==> config.mk <==
export PLATFORM = sky130hd
export DESIGN_NAME = relay_output_manual_override
export DESIGN_NICKNAME = d
export VERILOG_FILES = /design/src/relay_pkg.sv /design/src/relay_output_manual_override.sv
export VERILOG_INCLUDE_DIRS = /design/src /design/src/src
export SDC_FILE = /design/constraint.sdc
export NUM_CORES = 1
export LEC_CHECK = 0
export ABC_AREA = 1
export BUFFER_PORTS_ARGS = -buffer_cell sky130_fd_sc_hd__buf_4
export CAP_MARGIN = 20
export CORE_ASPECT_RATIO = 1.25
export CORE_MARGIN = 5
export CORE_UTILIZATION = 30
export DETAILED_ROUTE_END_ITERATION = 12
export HOLD_SLACK_MARGIN = 0.06
export PLACE_DENSITY = 0.48
export SLEW_MARGIN = 20
export SYNTH_ARGS = -nofsm -noshare
export SYNTH_HDL_FRONTEND = slang
export SYNTH_SLANG_ARGS = --single-unit
==> constraint.sdc <==
create_clock -name sys_clk -period 2.9 [get_ports sys_clk]
set_clock_uncertainty 0.15 [all_clocks]
set_input_delay 0.87 -clock sys_clk [delete_from_list [all_inputs] [get_ports sys_clk]]
set_output_delay 0.87 -clock sys_clk [all_outputs]
set_load 0.02 [all_outputs]
==> src/relay_defs.svh <==
`ifndef RELAY_DEFS_SVH
`define RELAY_DEFS_SVH

// -----------------------------------------------------------
// register map
// -----------------------------------------------------------
`define RELAY_IO_OFS      4'h0
`define RELAY_CMD_LSB     0
`define RELAY_REPLY_LSB   8
`define RELAY_IO_RST      16'h0000
`define RELAY_CMD_RST     8'h00
`define RELAY_REPLY_RST   4'hf

// -----------------------------------------------------------
// timing
// -----------------------------------------------------------
`define CLK_KHZ           100000
`define ALARM_DLY_MS      4
`define ALARM_CNT_W       20

`endif

==> src/relay_pkg.sv <==
`include "relay_defs.svh"

package relay_pkg;

  // alarm jumper choice per relay, spare code acts as ignore
  typedef enum logic [1:0] {
    ALM_IGNORE    = 2'h0,
    ALM_FORCE_OFF = 2'h1,
    ALM_FORCE_ON  = 2'h2,
    ALM_SPARE     = 2'h3
  } alarm_mode_t;

  // register bus request
  typedef struct packed {
    logic [3:0]  addr;
    logic [15:0] wdata;
    logic        wr;
    logic        rd;
  } reg_req_t;

  // field pins, all asynchronous to sys_clk
  typedef struct packed {
    logic       ext_rst;
    logic       pwr_down;
    logic [7:0] alarm_n;
    logic [3:0] pos2;
    logic [3:0] pos1;
    logic [3:0] manual;
  } pins_t;

  // whole state of the output block
  typedef struct packed {
    pins_t                        s1;
    pins_t                        s2;
    logic [7:0]                   cmd;
    logic [15:0]                  rd;
    logic [7:0]                   alm;
    logic [7:0][`ALARM_CNT_W-1:0] cnt;
    logic [7:0]                   relay;
    logic [3:0]                   reply_n;
  } relay_st_t;

endpackage : relay_pkg

==> src/relay_output_manual_override.sv <==
// The address map and the strobed register port are this design's own decisions.
`include "relay_defs.svh"

// Functional notes
// - eight relays as four channels of two, auto/manual plus 1-0-2 switch
// - automatic channel: both relays follow host command bits
// - manual: host ignored; 0 both off, 1 first on, 2 second on
// - red indicator mirrors actual relay state, forced states included
// - manual or a forcing alarm lights yellow and drives reply low, else reply high
// - command bits clear on cold restart, external reset, power down
// - manual and alarm forcing work without host activity
// - write bits 0..7 are commands, bits 8..15 ignored
// - read bits 0..7 commands, 8..11 manual replies active low
// - even bit drives first relay, odd bit second, per channel
// - alarm acts per relay, jumper picks ignore, off or on
// - alarm input asserted when low
// - ignore setting leaves relay, indicators and reply untouched
// - force off releases relay, reply low, yellow lit
// - force on energises relay, reply low, yellow lit
// - jumpers default to ignore and are a static input
// - alarm changes take effect after 4 ms of steady input, plus the sync cycles
module relay_output_manual_override #(
  parameter int ALARM_DLY_CYC =
    (`ALARM_DLY_MS * `CLK_KHZ < 1) ? 1 : `ALARM_DLY_MS * `CLK_KHZ
) (
  input  wire logic                          sys_clk,
  input  wire logic                          srst,
  input  wire logic                          clk_en,
  input  wire relay_pkg::reg_req_t           bus_req,
  output logic [15:0]                        rd_data,
  input  wire relay_pkg::pins_t              pins,
  input  wire relay_pkg::alarm_mode_t [7:0]  alarm_mode,
  output logic [7:0]                         relay_on,
  output logic [7:0]                         red_led,
  output logic [3:0]                         yellow_led
);

  // -----------------------------------------------------------
  // constants
  // -----------------------------------------------------------
  localparam logic [`ALARM_CNT_W-1:0] DLY_LAST =
    `ALARM_CNT_W'(ALARM_DLY_CYC - 1);

  localparam relay_pkg::relay_st_t ST_RST = '{
    s1      : '{ext_rst: 1'b0, pwr_down: 1'b0, alarm_n: 8'hff,
                pos2: 4'h0, pos1: 4'h0, manual: 4'h0},
    s2      : '{ext_rst: 1'b0, pwr_down: 1'b0, alarm_n: 8'hff,
                pos2: 4'h0, pos1: 4'h0, manual: 4'h0},
    cmd     : `RELAY_CMD_RST,
    rd      : `RELAY_IO_RST,
    alm     : 8'h00,
    cnt     : '0,
    relay   : 8'h00,
    reply_n : `RELAY_REPLY_RST
  };

  relay_pkg::relay_st_t st_q;
  relay_pkg::relay_st_t st_d;

  // -----------------------------------------------------------
  // helpers
  // -----------------------------------------------------------

  // does the alarm override this relay
  function automatic logic alarm_bites(
    input logic                   act,
    input relay_pkg::alarm_mode_t mode
  );
    alarm_bites = act && (mode == relay_pkg::ALM_FORCE_OFF ||
                          mode == relay_pkg::ALM_FORCE_ON);
  endfunction : alarm_bites

  // final relay level after the alarm
  function automatic logic apply_alarm(
    input logic                   base,
    input logic                   act,
    input relay_pkg::alarm_mode_t mode
  );
    if (!act) begin
      apply_alarm = base;
    end else begin
      unique case (mode)
        relay_pkg::ALM_FORCE_OFF: apply_alarm = 1'b0;
        relay_pkg::ALM_FORCE_ON:  apply_alarm = 1'b1;
        default:                  apply_alarm = base;
      endcase
    end
  endfunction : apply_alarm

  // -----------------------------------------------------------
  // next state
  // -----------------------------------------------------------

  // bus, reset sources, alarm filter and relay logic
  always_comb begin
    logic man;
    logic base0;
    logic base1;
    int   r0;
    int   r1;
    man   = 1'b0;
    base0 = 1'b0;
    base1 = 1'b0;
    r0    = 0;
    r1    = 0;
    st_d  = st_q;
    // two-stage pin synchroniser
    st_d.s1 = pins;
    st_d.s2 = st_q.s1;
    // read data stand one cycle only
    st_d.rd = 16'h0000;
    if (bus_req.rd && bus_req.addr == `RELAY_IO_OFS) begin
      st_d.rd = {4'h0, st_q.reply_n, st_q.cmd};
    end
    if (bus_req.wr && bus_req.addr == `RELAY_IO_OFS) begin
      st_d.cmd = bus_req.wdata[7:0];
    end
    // external reset and power down win over a write
    if (st_q.s2.ext_rst || st_q.s2.pwr_down) begin
      st_d.cmd = `RELAY_CMD_RST;
    end
    // alarm delay filter, low input means asserted
    for (int i = 0; i < 8; i++) begin
      if (!st_q.s2.alarm_n[i] != st_q.alm[i]) begin
        if (st_q.cnt[i] == DLY_LAST) begin
          st_d.alm[i] = !st_q.s2.alarm_n[i];
          st_d.cnt[i] = '0;
        end else begin
          st_d.cnt[i] = `ALARM_CNT_W'(st_q.cnt[i] + 1'b1);
        end
      end else begin
        st_d.cnt[i] = '0;
      end
    end
    // per channel: selector, 1-0-2 switch, alarm
    for (int ch = 0; ch < 4; ch++) begin
      r0  = 2 * ch;
      r1  = 2 * ch + 1;
      man = st_q.s2.manual[ch];
      if (man) begin
        base0 = st_q.s2.pos1[ch] && !st_q.s2.pos2[ch];
        base1 = st_q.s2.pos2[ch] && !st_q.s2.pos1[ch];
      end else begin
        base0 = st_q.cmd[r0];
        base1 = st_q.cmd[r1];
      end
      // no interlock between the pair
      st_d.relay[r0] = apply_alarm(base0, st_q.alm[r0],
                                   alarm_mode[r0]);
      st_d.relay[r1] = apply_alarm(base1, st_q.alm[r1],
                                   alarm_mode[r1]);
      st_d.reply_n[ch] =
        !(man ||
          alarm_bites(st_q.alm[r0], alarm_mode[r0]) ||
          alarm_bites(st_q.alm[r1], alarm_mode[r1]));
    end
  end

  // -----------------------------------------------------------
  // state register
  // -----------------------------------------------------------

  // override path needs no bus traffic, only the clock with clk_en high
  always_ff @(posedge sys_clk) begin
    if (srst) begin
      st_q <= ST_RST;
    end else if (clk_en) begin
      st_q <= st_d;
    end
  end

  // -----------------------------------------------------------
  // outputs
  // -----------------------------------------------------------

  // red indicators follow the driven relay level, yellow ones the inverted reply
  assign rd_data    = st_q.rd;
  assign relay_on   = st_q.relay;
  assign red_led    = st_q.relay;
  assign yellow_led = ~st_q.reply_n;
endmodule : relay_output_manual_override

==> results of run 1 <==
## report_power, final
| part | leakage (nW) | switching (mW) | internal, mW |
|---|---|---|---|
| sequential | 1.98 | 0.0474 | 3.43 |
| clock | 0.492 | 1.49 | 2.23 |
| combinational | 3.23 | 0.325 | 0.182 |
## through the flow
step / util [%] / worst slack, ps / total power, mW / cells / hold WS, ps
2_1_floorplan: - / 874 / 3.88 / 1953 / 274
3_3_place_gp: 32.7 / 238 / 4.06 / 2515 / 283
3_5_place_dp: 32.7 / 213 / 4.07 / 2515 / 296
4_1_cts: 35.0 / 709 / 7.86 / 2568 / 310
5_1_grt: 35.0 / 660 / 8.05 / 2568 / 320
6_report: 35.0 / 765 / 7.70 / 2568 / 308
## worst min path at each step
stage | from | to | slack, ps | depth (start not counted)
finish | st_q[138]$_SDFFE_PP0P_ | st_q[138]$_SDFFE_PP0P_ | 310 | 2
global route | st_q[138]$_SDFFE_PP0P_ | st_q[138]$_SDFFE_PP0P_ | 320 | 2
CTS | st_q[138]$_SDFFE_PP0P_ | st_q[138]$_SDFFE_PP0P_ | 310 | 2
detailed placement | st_q[138]$_SDFFE_PP0P_ | st_q[138]$_SDFFE_PP0P_ | 300 | 2
global placement | st_q[138]$_SDFFE_PP0P_ | st_q[138]$_SDFFE_PP0P_ | 280 | 2
floorplan | st_q[138]$_SDFFE_PP0P_ | st_q[138]$_SDFFE_PP0P_ | 270 | 2
## sequential cells by signal, indices dropped and copies added (netlist names)
signal,cells
red_led,8
st_d,22
rd_data,12
st_q,202
## logic make-up (layout without fill, tap and decap cells)
group | Yosys count | in the layout
compound gates | 298 | 298
xor+xnor | 52 | 52
fa+ha+maj | 16 | 16
buf+inv | 301 | 357
flops | 244 | 244
other cells | 1 | 4
simple gates | 1038 | 1038
## layout by cell type (no fill, tap or decap), types with 4 or more instances in the layout
cell type	n
clkbuf_16	29
o21bai_1	5
or2_0	4
nor3b_1	4
nand3_1	129
nor2_2	17
xor2_1	35
xnor2_1	17
o22ai_1	8
clkinv_2	8
nand3b_1	6
nand2_2	8
inv_1	194
nand2_1	493
conb_1	4
o21ai_0	98
dfxtp_1	244
buf_12	4
nor3_1	50
nor2_1	275
ha_1	16
a21oi_1	170
inv_2	7
nand4_1	37
buf_4	97
clkbuf_8	9
## per-layer routing
metal / share of wire, % / track usage (%) / vias to the layer above
li1: - / - / 6290
met1: 45 / 17.2 / 5430
met2: 49 / 24.8 / 129
met3: 3.4 / 1.93 / 55
met4: 2.3 / 3.62 / 0
met5: 0 / 0 / -
## layout make-up
class | count | area [um^2]
clock inverter | 14 | 133
clock buffer | 39 | 853
multi-input combinational | 1408 | 6650
sequential | 244 | 4880
inverter | 203 | 769
tap | 559 | 699
timing repair buffer | 101 | 808
fill | 4604 | 27400
## tightest hold or removal path: cells and delay by family, from the launching register on
kind	cells	cell delay (ps)
flops	1	310
compound gates	1	50
buf+inv	1	50
==> impl_metrics.csv, run 1 <==
group,metric,value,unit
clock_network,cts_buffer_depth,3,
final_layout,drive_gt1_share,9.91,%
timing,tns,0,ps
logic_synthesis,synthTopCellsByArea,"dfxtp_1 (38%), nand2_1 (14%), nor2_1 (8.0%), a21oi_1 (6.6%), inv_1 (5.7%)",
timing,finalCritPeriodShare,73.6,%
logic_synthesis,yosys.area.top_type,"dfxtp_1",
logic_synthesis,synth_xor_area_share,3.54,%
timing,slew-limit-headroom,55.2,%
timing,rsz0062_at_grt,"no",
floorplanning,row_count,84,
routing,postRouteAntennaNets,0,
floorplanning,die_w,195,um
min_path,hp-class,"flip-flop to flip-flop",
setup_path,crit_path_end,"yellow_led[2]",
clock_network,cts_sinks,244,
routing,remaining_drc_errors,0,
logic_synthesis,synth_ff_type,"dfxtp_1",
timing,setup_viol_count_final,0,
logic_synthesis,synth_top_area_share,38.0,%
final_layout,fin_area,14800,um^2
placement,io_buffers,86,
routing,firstDrtPassIters,4,
floorplanning,core,42300,um^2
grt,overflow,0,
clock_network,cts_resized,0,
setup_path,reg2reg_depth,10,
floorplanning,initial_core_util,30.5,%
logic_synthesis,synth_warnings,0,
routing,vias,11900,
clock_network,worstSkewPairLatency,550,ps
logic_synthesis,synth_area,12900,um^2
setup_path,path_max_fanout,2,
floorplanning,dieHeight,242,um
routing,wl_per_cell,13.0,um
clock_network,hold_buffers,0,
placement,gp_congestion,0.860,
floorplanning,die-area,47200,um^2
logic_synthesis,synth_top_family_by_area,"simple AND/OR/NAND/NOR gates",
clock_network,cts_setup_buffers,0,
setup_path,crit_cells,2,
placement,post_dp_cell_area,13800,um^2
logic_synthesis,synth.distinct_cells,46,
logic_synthesis,synth_adder_area_share,1.56,%
clock_network,htreeDepth,1,
logic_synthesis,async_flop_share,0,%
run,cap_violations,0,
routing,drt_iter0_drc,492,
timing,max_freq,0.468,GHz
logic_synthesis,synth_common_cells,"nand2_1 (493), nor2_1 (275), dfxtp_1 (244)",
setup_path,rr_endpoint,"st_q[170]$_SDFFE_PP0P_",
logic_synthesis,synth-simple-area-share,34.3,%
clock_network,clockRootBuffer,"clkbuf_16",
clock_network,clk_pin_slew_worst_paths,60,ps
logic_synthesis,yosysMostFrequentCell,"nand2_1",
setup_path,cp_slowest_cell,"dfxtp_1",
timing,worst_pin_slew,672,ps
power,p_leak,5.70,nW
timing,finalHoldViolCount,0,
power,ir_worst_vdd,0.324,mV
setup_path,r2r-start,"st_q[152]$_SDFFE_PP0P_",
setup_path,start_kind,"flip-flop",
setup_path,rrSetupSlack,890,ps
setup_path,critPathArrivalTime,1120,ps
logic_synthesis,yosys_register_bits,244,
logic_synthesis,synth_mux_area_share,0,%
clock_network,cts_tree,"built",
setup_path,worstPathRequired,1880,ps
setup_path,slowest_delay,330,ps
placement,hpwl,23300,um
logic_synthesis,syn_area_per_cell,6.60,um^2
power,powerDensity,520,nW/um^2
final_layout,area_growth,15.0,%
logic_synthesis,synth_compound_area_share,12.2,%
setup_path,critPathLaunch,"st_q[2]$_SDFFE_PP1P_",
final_layout,diodes,0,
setup_path,critPathBufInv,2,
grt,grt_usage,13.8,%
grt,grt_pass1_vias,11400,
setup_path,endpoint_kind,"output pin",
logic_synthesis,syn_inst,1950,
grt,grt_max_degree,87,
setup_path,path_class,"flip-flop to output pin",
status,status,"completed",
grt,grt_pass1_wl,56600,um
timing,drv_slew,0,
logic_synthesis,seq_area_frac_synth,38.0,%
floorplanning,ioPinCount,99,
routing,viasPerCell,4.64,
setup_path,cp_cell_sequence,"inv_1, buf_4",
routing,finalWirelength,33400,um
clock_network,cts_buffers,29,
logic_synthesis,synth-edff-count,0,
setup_path,cp_top_family,"flip-flops",
timing,fin_crit,2140,ps
final_layout,final_nets,2066,
grt,antenna_found_initial,0,
(Power assumes the default switching activity.)
==> run 2: changes to the inputs <==
- PLACE_DENSITY: 0.48 -> 0.49
- clock period: 2.9 -> 1.9 ns (I/O delays scaled with it)
==> impl_metrics.csv, run 2 (synthesis results as in run 1) <==
group,metric,value,unit
floorplanning,ioPinCount,99,
placement,io_buffers,86,
final_layout,mostFrequentLayoutCells,"nand2_1 (492), nor2_1 (268), dfxtp_1 (233)",
placement,post_dp_cell_area,14500,um^2
final_layout,final_nets,2147,
grt,grt_max_degree,46,
placement,gp_congestion,0.853,
timing,fin_worst_hold_slack,98.1,ps
grt,grt_pass1_wl,57200,um
setup_path,cp_cell_sequence,"inv_1, buf_4",
final_layout,drive_gt1_share,14.2,%
floorplanning,row_count,84,
routing,drt_iter0_drc,529,
clock_network,htreeDepth,1,
grt,grt_usage,14.0,%
timing,drv_slew,0,
clock_network,clk_pin_slew_worst_paths,60,ps
clock_network,cts_tree,"built",
routing,postRouteAntennaNets,0,
setup_path,start_kind,"flip-flop",
setup_path,cp_top_family,"flip-flops",
final_layout,fin_area,15600,um^2
timing,finalCritPeriodShare,96.5,%
floorplanning,die-area,47200,um^2
timing,setup_viol_count_final,0,
clock_network,clockRootBuffer,"clkbuf_16",
setup_path,endpoint_kind,"output pin",
status,status,"completed",
min_path,hp-class,"input port to flip-flop",
final_layout,largest_register_ff_count,202,
floorplanning,initial_core_util,30.5,%
timing,fin_crit,1830,ps
power,powerDensity,753,nW/um^2
setup_path,worstPathRequired,1180,ps
grt,grt_pass1_vias,11700,
setup_path,path_max_fanout,2,
routing,wl_per_cell,12.8,um
final_layout,regMostFlops,"st_q",
placement,hpwl,24700,um
setup_path,slowest_delay,350,ps
floorplanning,die_w,195,um
timing,slew-limit-headroom,65.3,%
floorplanning,dieHeight,242,um
floorplanning,core,42300,um^2
setup_path,critPathArrivalTime,1110,ps
routing,remaining_drc_errors,0,
clock_network,cts_buffers,28,
timing,finalHoldViolCount,0,
power,p_leak,6.14,nW
timing,max_freq,0.546,GHz
final_layout,mostFrequentLayoutCell,"nand2_1",
setup_path,cp_slowest_cell,"dfxtp_2",
final_layout,nFillCells,4515,
routing,vias,12200,
grt,antenna_found_initial,0,
timing,worst_pin_slew,518,ps
final_layout,area_growth,21.5,%
setup_path,path_class,"flip-flop to output pin",
final_layout,diodes,0,
clock_network,worstSkewPairLatency,550,ps
routing,finalWirelength,34000,um
clock_network,cts_buffer_depth,3,
clock_network,cts_sinks,244,
setup_path,critPathBufInv,2,
run,cap_violations,0,
grt,overflow,0,
routing,firstDrtPassIters,5,
power,ir_worst_vdd,0.685,mV
routing,viasPerCell,4.62,
[run 2: final cells by class]
class	count	area, um^2	share of cell area [%]
Clock buffer	32	767	4.91
Clock inverter	20	189	1.21
Inverter	203	769	4.92
Multi-Input combinational cell	1409	6740	43.1
Sequential cell	244	4900	31.3
Tap cell	559	699	4.47
Timing Repair Buffer	182	1570	10.1
[run 2: layer usage]
| layer | share of wire (%) | vias to the layer above | routed length [um] | track usage (%) |
|---|---|---|---|---|
| met5 | 0 | - | 0 | 0 |
| met4 | 2.0 | 0 | 682 | 3.80 |
| met3 | 2.9 | 46 | 986 | 1.66 |
| met2 | 49 | 135 | 16700 | 25.1 |
| met1 | 46 | 5573 | 15600 | 17.7 |
| li1 | - | 6473 | - | - |
[run 2: where the power goes]
group          internal [mW]  switching, mW  total [mW]
logic                  0.375          0.524       0.900
clock network           3.30           2.27        5.57
registers               5.23         0.0731        5.30
total                   8.91           2.87        11.8
[run 2: path summary, 6_finish.rpt]
kind                          startpoint                     end  slack, ps  depth (start not counted)
setup / recovery    st_q[3]$_SDFFE_PP1P_           yellow_led[3]         70                          2
hold / removal                   pins[0]  st_d[204]$_SDFFE_PP0P_        100                          3
setup reg to reg   st_q[53]$_SDFFE_PP0P_   st_q[61]$_SDFFE_PP0P_        140                          9
hold reg to reg   st_q[138]$_SDFFE_PP0P_  st_q[138]$_SDFFE_PP0P_        290                          2
[run 2: what timing repair did]
item | 4_1_cts | 5_1_grt
resized for setup | 4 | 27
gates cloned | 0 | 1
setup endpoints to repair | 17 | 87
buffers inserted | 0 | 2
pin swaps | 0 | 13
hold buffers | 7 | 0
hold endpoints to repair | 7 | 0
[run 2: stage by stage]
stage | worst slack, ps | power (mW) | utilization, % | instances | TNS, ps
after floorplan | 174 | 5.93 | - | 1953 | 0
after global placement | -123 | 6.30 | 34.3 | 2587 | -1810
after detailed placement | -134 | 6.31 | 34.3 | 2587 | -2160
after CTS | 4.93 | 12.0 | 36.7 | 2646 | 0
after global routing | -4.51 | 12.3 | 37.0 | 2649 | -4.51
final | 67.4 | 11.8 | 37.0 | 2649 | 0
[run 2: worst min-delay path, cell delays in order]
cell and delay, ps:
buf_4 80, nor2_1 30, nor2_1 80
==> run 3: changes to the inputs <==
==> constraint.sdc (replaced) <==
create_clock -name sys_clk -period 1.9 [get_ports sys_clk]
set_clock_uncertainty 0.15 [all_clocks]
set_input_delay 0.38 -clock sys_clk [delete_from_list [all_inputs] [get_ports sys_clk]]
set_output_delay 0.38 -clock sys_clk [all_outputs]
set_load 0.02 [all_outputs]
==> impl_metrics.csv, run 3 (synthesis results as in run 1) <==
group,metric,value,unit
final_layout,fin_area,15700,um^2
min_path,min_path_cells,4,
run,cap_violations,0,
grt,grt_pass1_wl,57100,um
floorplanning,die-area,47200,um^2
placement,post_dp_cell_area,14200,um^2
routing,postRouteAntennaNets,0,
final_layout,area_growth,21.9,%
setup_path,worstPathRequired,2180,ps
routing,remaining_drc_errors,0,
floorplanning,die_w,195,um
final_layout,largest_register_ff_count,202,
clock_network,worstSkewPairLatency,550,ps
final_layout,fin_cells,2647,
final_layout,regMostFlops,"st_q",
setup_path,r2r-start,"st_q[33]$_SDFFE_PP0P_",
floorplanning,ioPinCount,99,
setup_path,critPathLaunch,"st_q[33]$_SDFFE_PP0P_",
min_path,min-delay-start,"alarm_mode[3]",
status,status,"completed",
timing,finalHoldViolCount,0,
timing,max_freq,0.550,GHz
routing,vias,12300,
grt,grt_pass1_vias,11900,
routing,drt_iter0_drc,526,
final_layout,mostFrequentLayoutCell,"nand2_1",
placement,dp.cells,2561,
clock_network,cts_tree,"built",
power,combPwrFrac,7.5,%
placement,hpwl,24200,um
setup_path,critPathArrivalTime,2090,ps
power,seq_power_share,44.5,%
floorplanning,initial_core_util,30.5,%
clock_network,clk_pin_slew_worst_paths,60,ps
grt,grt_usage,14.0,%
routing,viasPerCell,4.64,
grt,grt_max_degree,64,
grt,antenna_found_initial,0,
routing,wl_per_cell,13.0,um
timing,fin_crit,1820,ps
final_layout,diodes,0,
placement,io_buffers,86,
power,pwr-share-clk,48.0,%
timing,slew-limit-headroom,56.1,%
final_layout,final_nets,2146,
placement,gp_congestion,0.863,
setup_path,path_max_fanout,8,
floorplanning,dieHeight,242,um
floorplanning,row_count,84,
final_layout,drive_gt1_share,13.0,%
power,ir_worst_vdd,0.722,mV
power,power.switching,2.79,mW
clock_network,cts_buffer_depth,3,
power,sw_frac_of_total,23.4,%
setup_path,endpoint_kind,"flip-flop",
timing,drv_slew,0,
min_path,hp-class,"input port to flip-flop",
power,power,11.9,mW
setup_path,start_kind,"flip-flop",
setup_path,path_class,"flip-flop to flip-flop",
grt,overflow,0,
timing,setup_ws,82.6,ps
power,p_leak,6.11,nW
clock_network,cts_buffers,28,
setup_path,reg2reg_depth,10,
floorplanning,core,42300,um^2
timing,finalCritPeriodShare,95.7,%
clock_network,cts_sinks,244,
routing,finalWirelength,34300,um
power,powerDensity,759,nW/um^2
final_layout,mostFrequentLayoutCells,"nand2_1 (488), nor2_1 (268), dfxtp_1 (239)",
clock_network,htreeDepth,1,
power,p_int,9.12,mW
clock_network,clockRootBuffer,"clkbuf_16",
final_layout,nFillCells,4515,
placement,pre_cts_ws,-82.8,ps
timing,setup_viol_count_final,0,
timing,worst_pin_slew,657,ps
routing,firstDrtPassIters,5,
## run 3: cell types whose count changed in the layout (fill, tap and decap cells not counted), moves of 4 or more
cell           change
nand2_1            -4
clkinv_2           -5
clkbuf_8           +6
dfxtp_2            -6
dlygate4sd3_1     +24
dfxtp_1            +6
buf_12             -7
buf_4             -20
## run 3: repair_timing
item                                    in CTS  in global routing
pin swaps                                    1                  6
hold buffers                                31                  0
buffers inserted                             0                  1
endpoints found under the hold margin       33                  0
gates resized for setup                      2                 43
gates cloned                                 1                  2
endpoints found under the setup margin      15                 83
## run 3: worst paths after layout
| kind | to | slack, ps |
|---|---|---|
| max | st_q[47]$_SDFFE_PP0P_ | 80 |
| min reg2reg | st_q[138]$_SDFFE_PP0P_ | 300 |
| max reg2reg | st_q[47]$_SDFFE_PP0P_ | 80 |
| min | red_led[1]$_SDFFE_PP0P_ | 100 |
## run 3: area by class of cell
cell class | count | area [um^2] | share of cell area, %
Multi-Input combinational cell | 1410 | 6800 | 43.4
Sequential cell | 244 | 4890 | 31.2
Timing Repair Buffer | 179 | 1520 | 9.70
Clock buffer | 41 | 861 | 5.49
Inverter | 203 | 779 | 4.97
Tap cell | 559 | 699 | 4.46
Clock inverter | 10 | 128 | 0.813
Timing Repair inverter | 1 | 5.00 | 0.0319
## run 3: metal layers
metal / track usage (%) / up-vias / share of wire (%)
li1: - / 6471 / -
met1: 17.2 / 5616 / 46
met2: 25.4 / 154 / 49
met3: 1.81 / 46 / 3.1
met4: 3.90 / 0 / 2.1
met5: 0 / - / 0
## run 3: power groups by stage
stage | registers, mW | logic, mW | clock network (mW)
global placement | 5.41 | 0.834 | 0
floorplan | 5.39 | 0.542 | 0
detailed placement | 5.42 | 0.839 | 0
CTS | 5.30 | 0.898 | 5.94
finish | 5.30 | 0.892 | 5.72
global route | 5.31 | 0.990 | 6.14
## run 3: worst max-delay path, cell delays in order, from the launching register on
cell and delay [ps]:
dfxtp_1 370, ha_1 180, nand2_1 120, inv_1 100
nand2_1 90, nor2_2 120, nand3_2 140, nand2_4 130
clkinv_2 140, nand3_1 100, a21oi_1 60
## run 3: stage by stage
| step | setup TNS (ps) | util [%] | hold WS (ps) |
|---|---|---|---|
| 6_report | 0 | 37.1 | 97.5 |
| 5_1_grt | -84.7 | 37.1 | 103 |
| 4_1_cts | 0 | 36.8 | 66.4 |
| 3_5_place_dp | -547 | 33.6 | 289 |
| 3_3_place_gp | -320 | 33.6 | 285 |
| 2_1_floorplan | 0 | - | 274 |
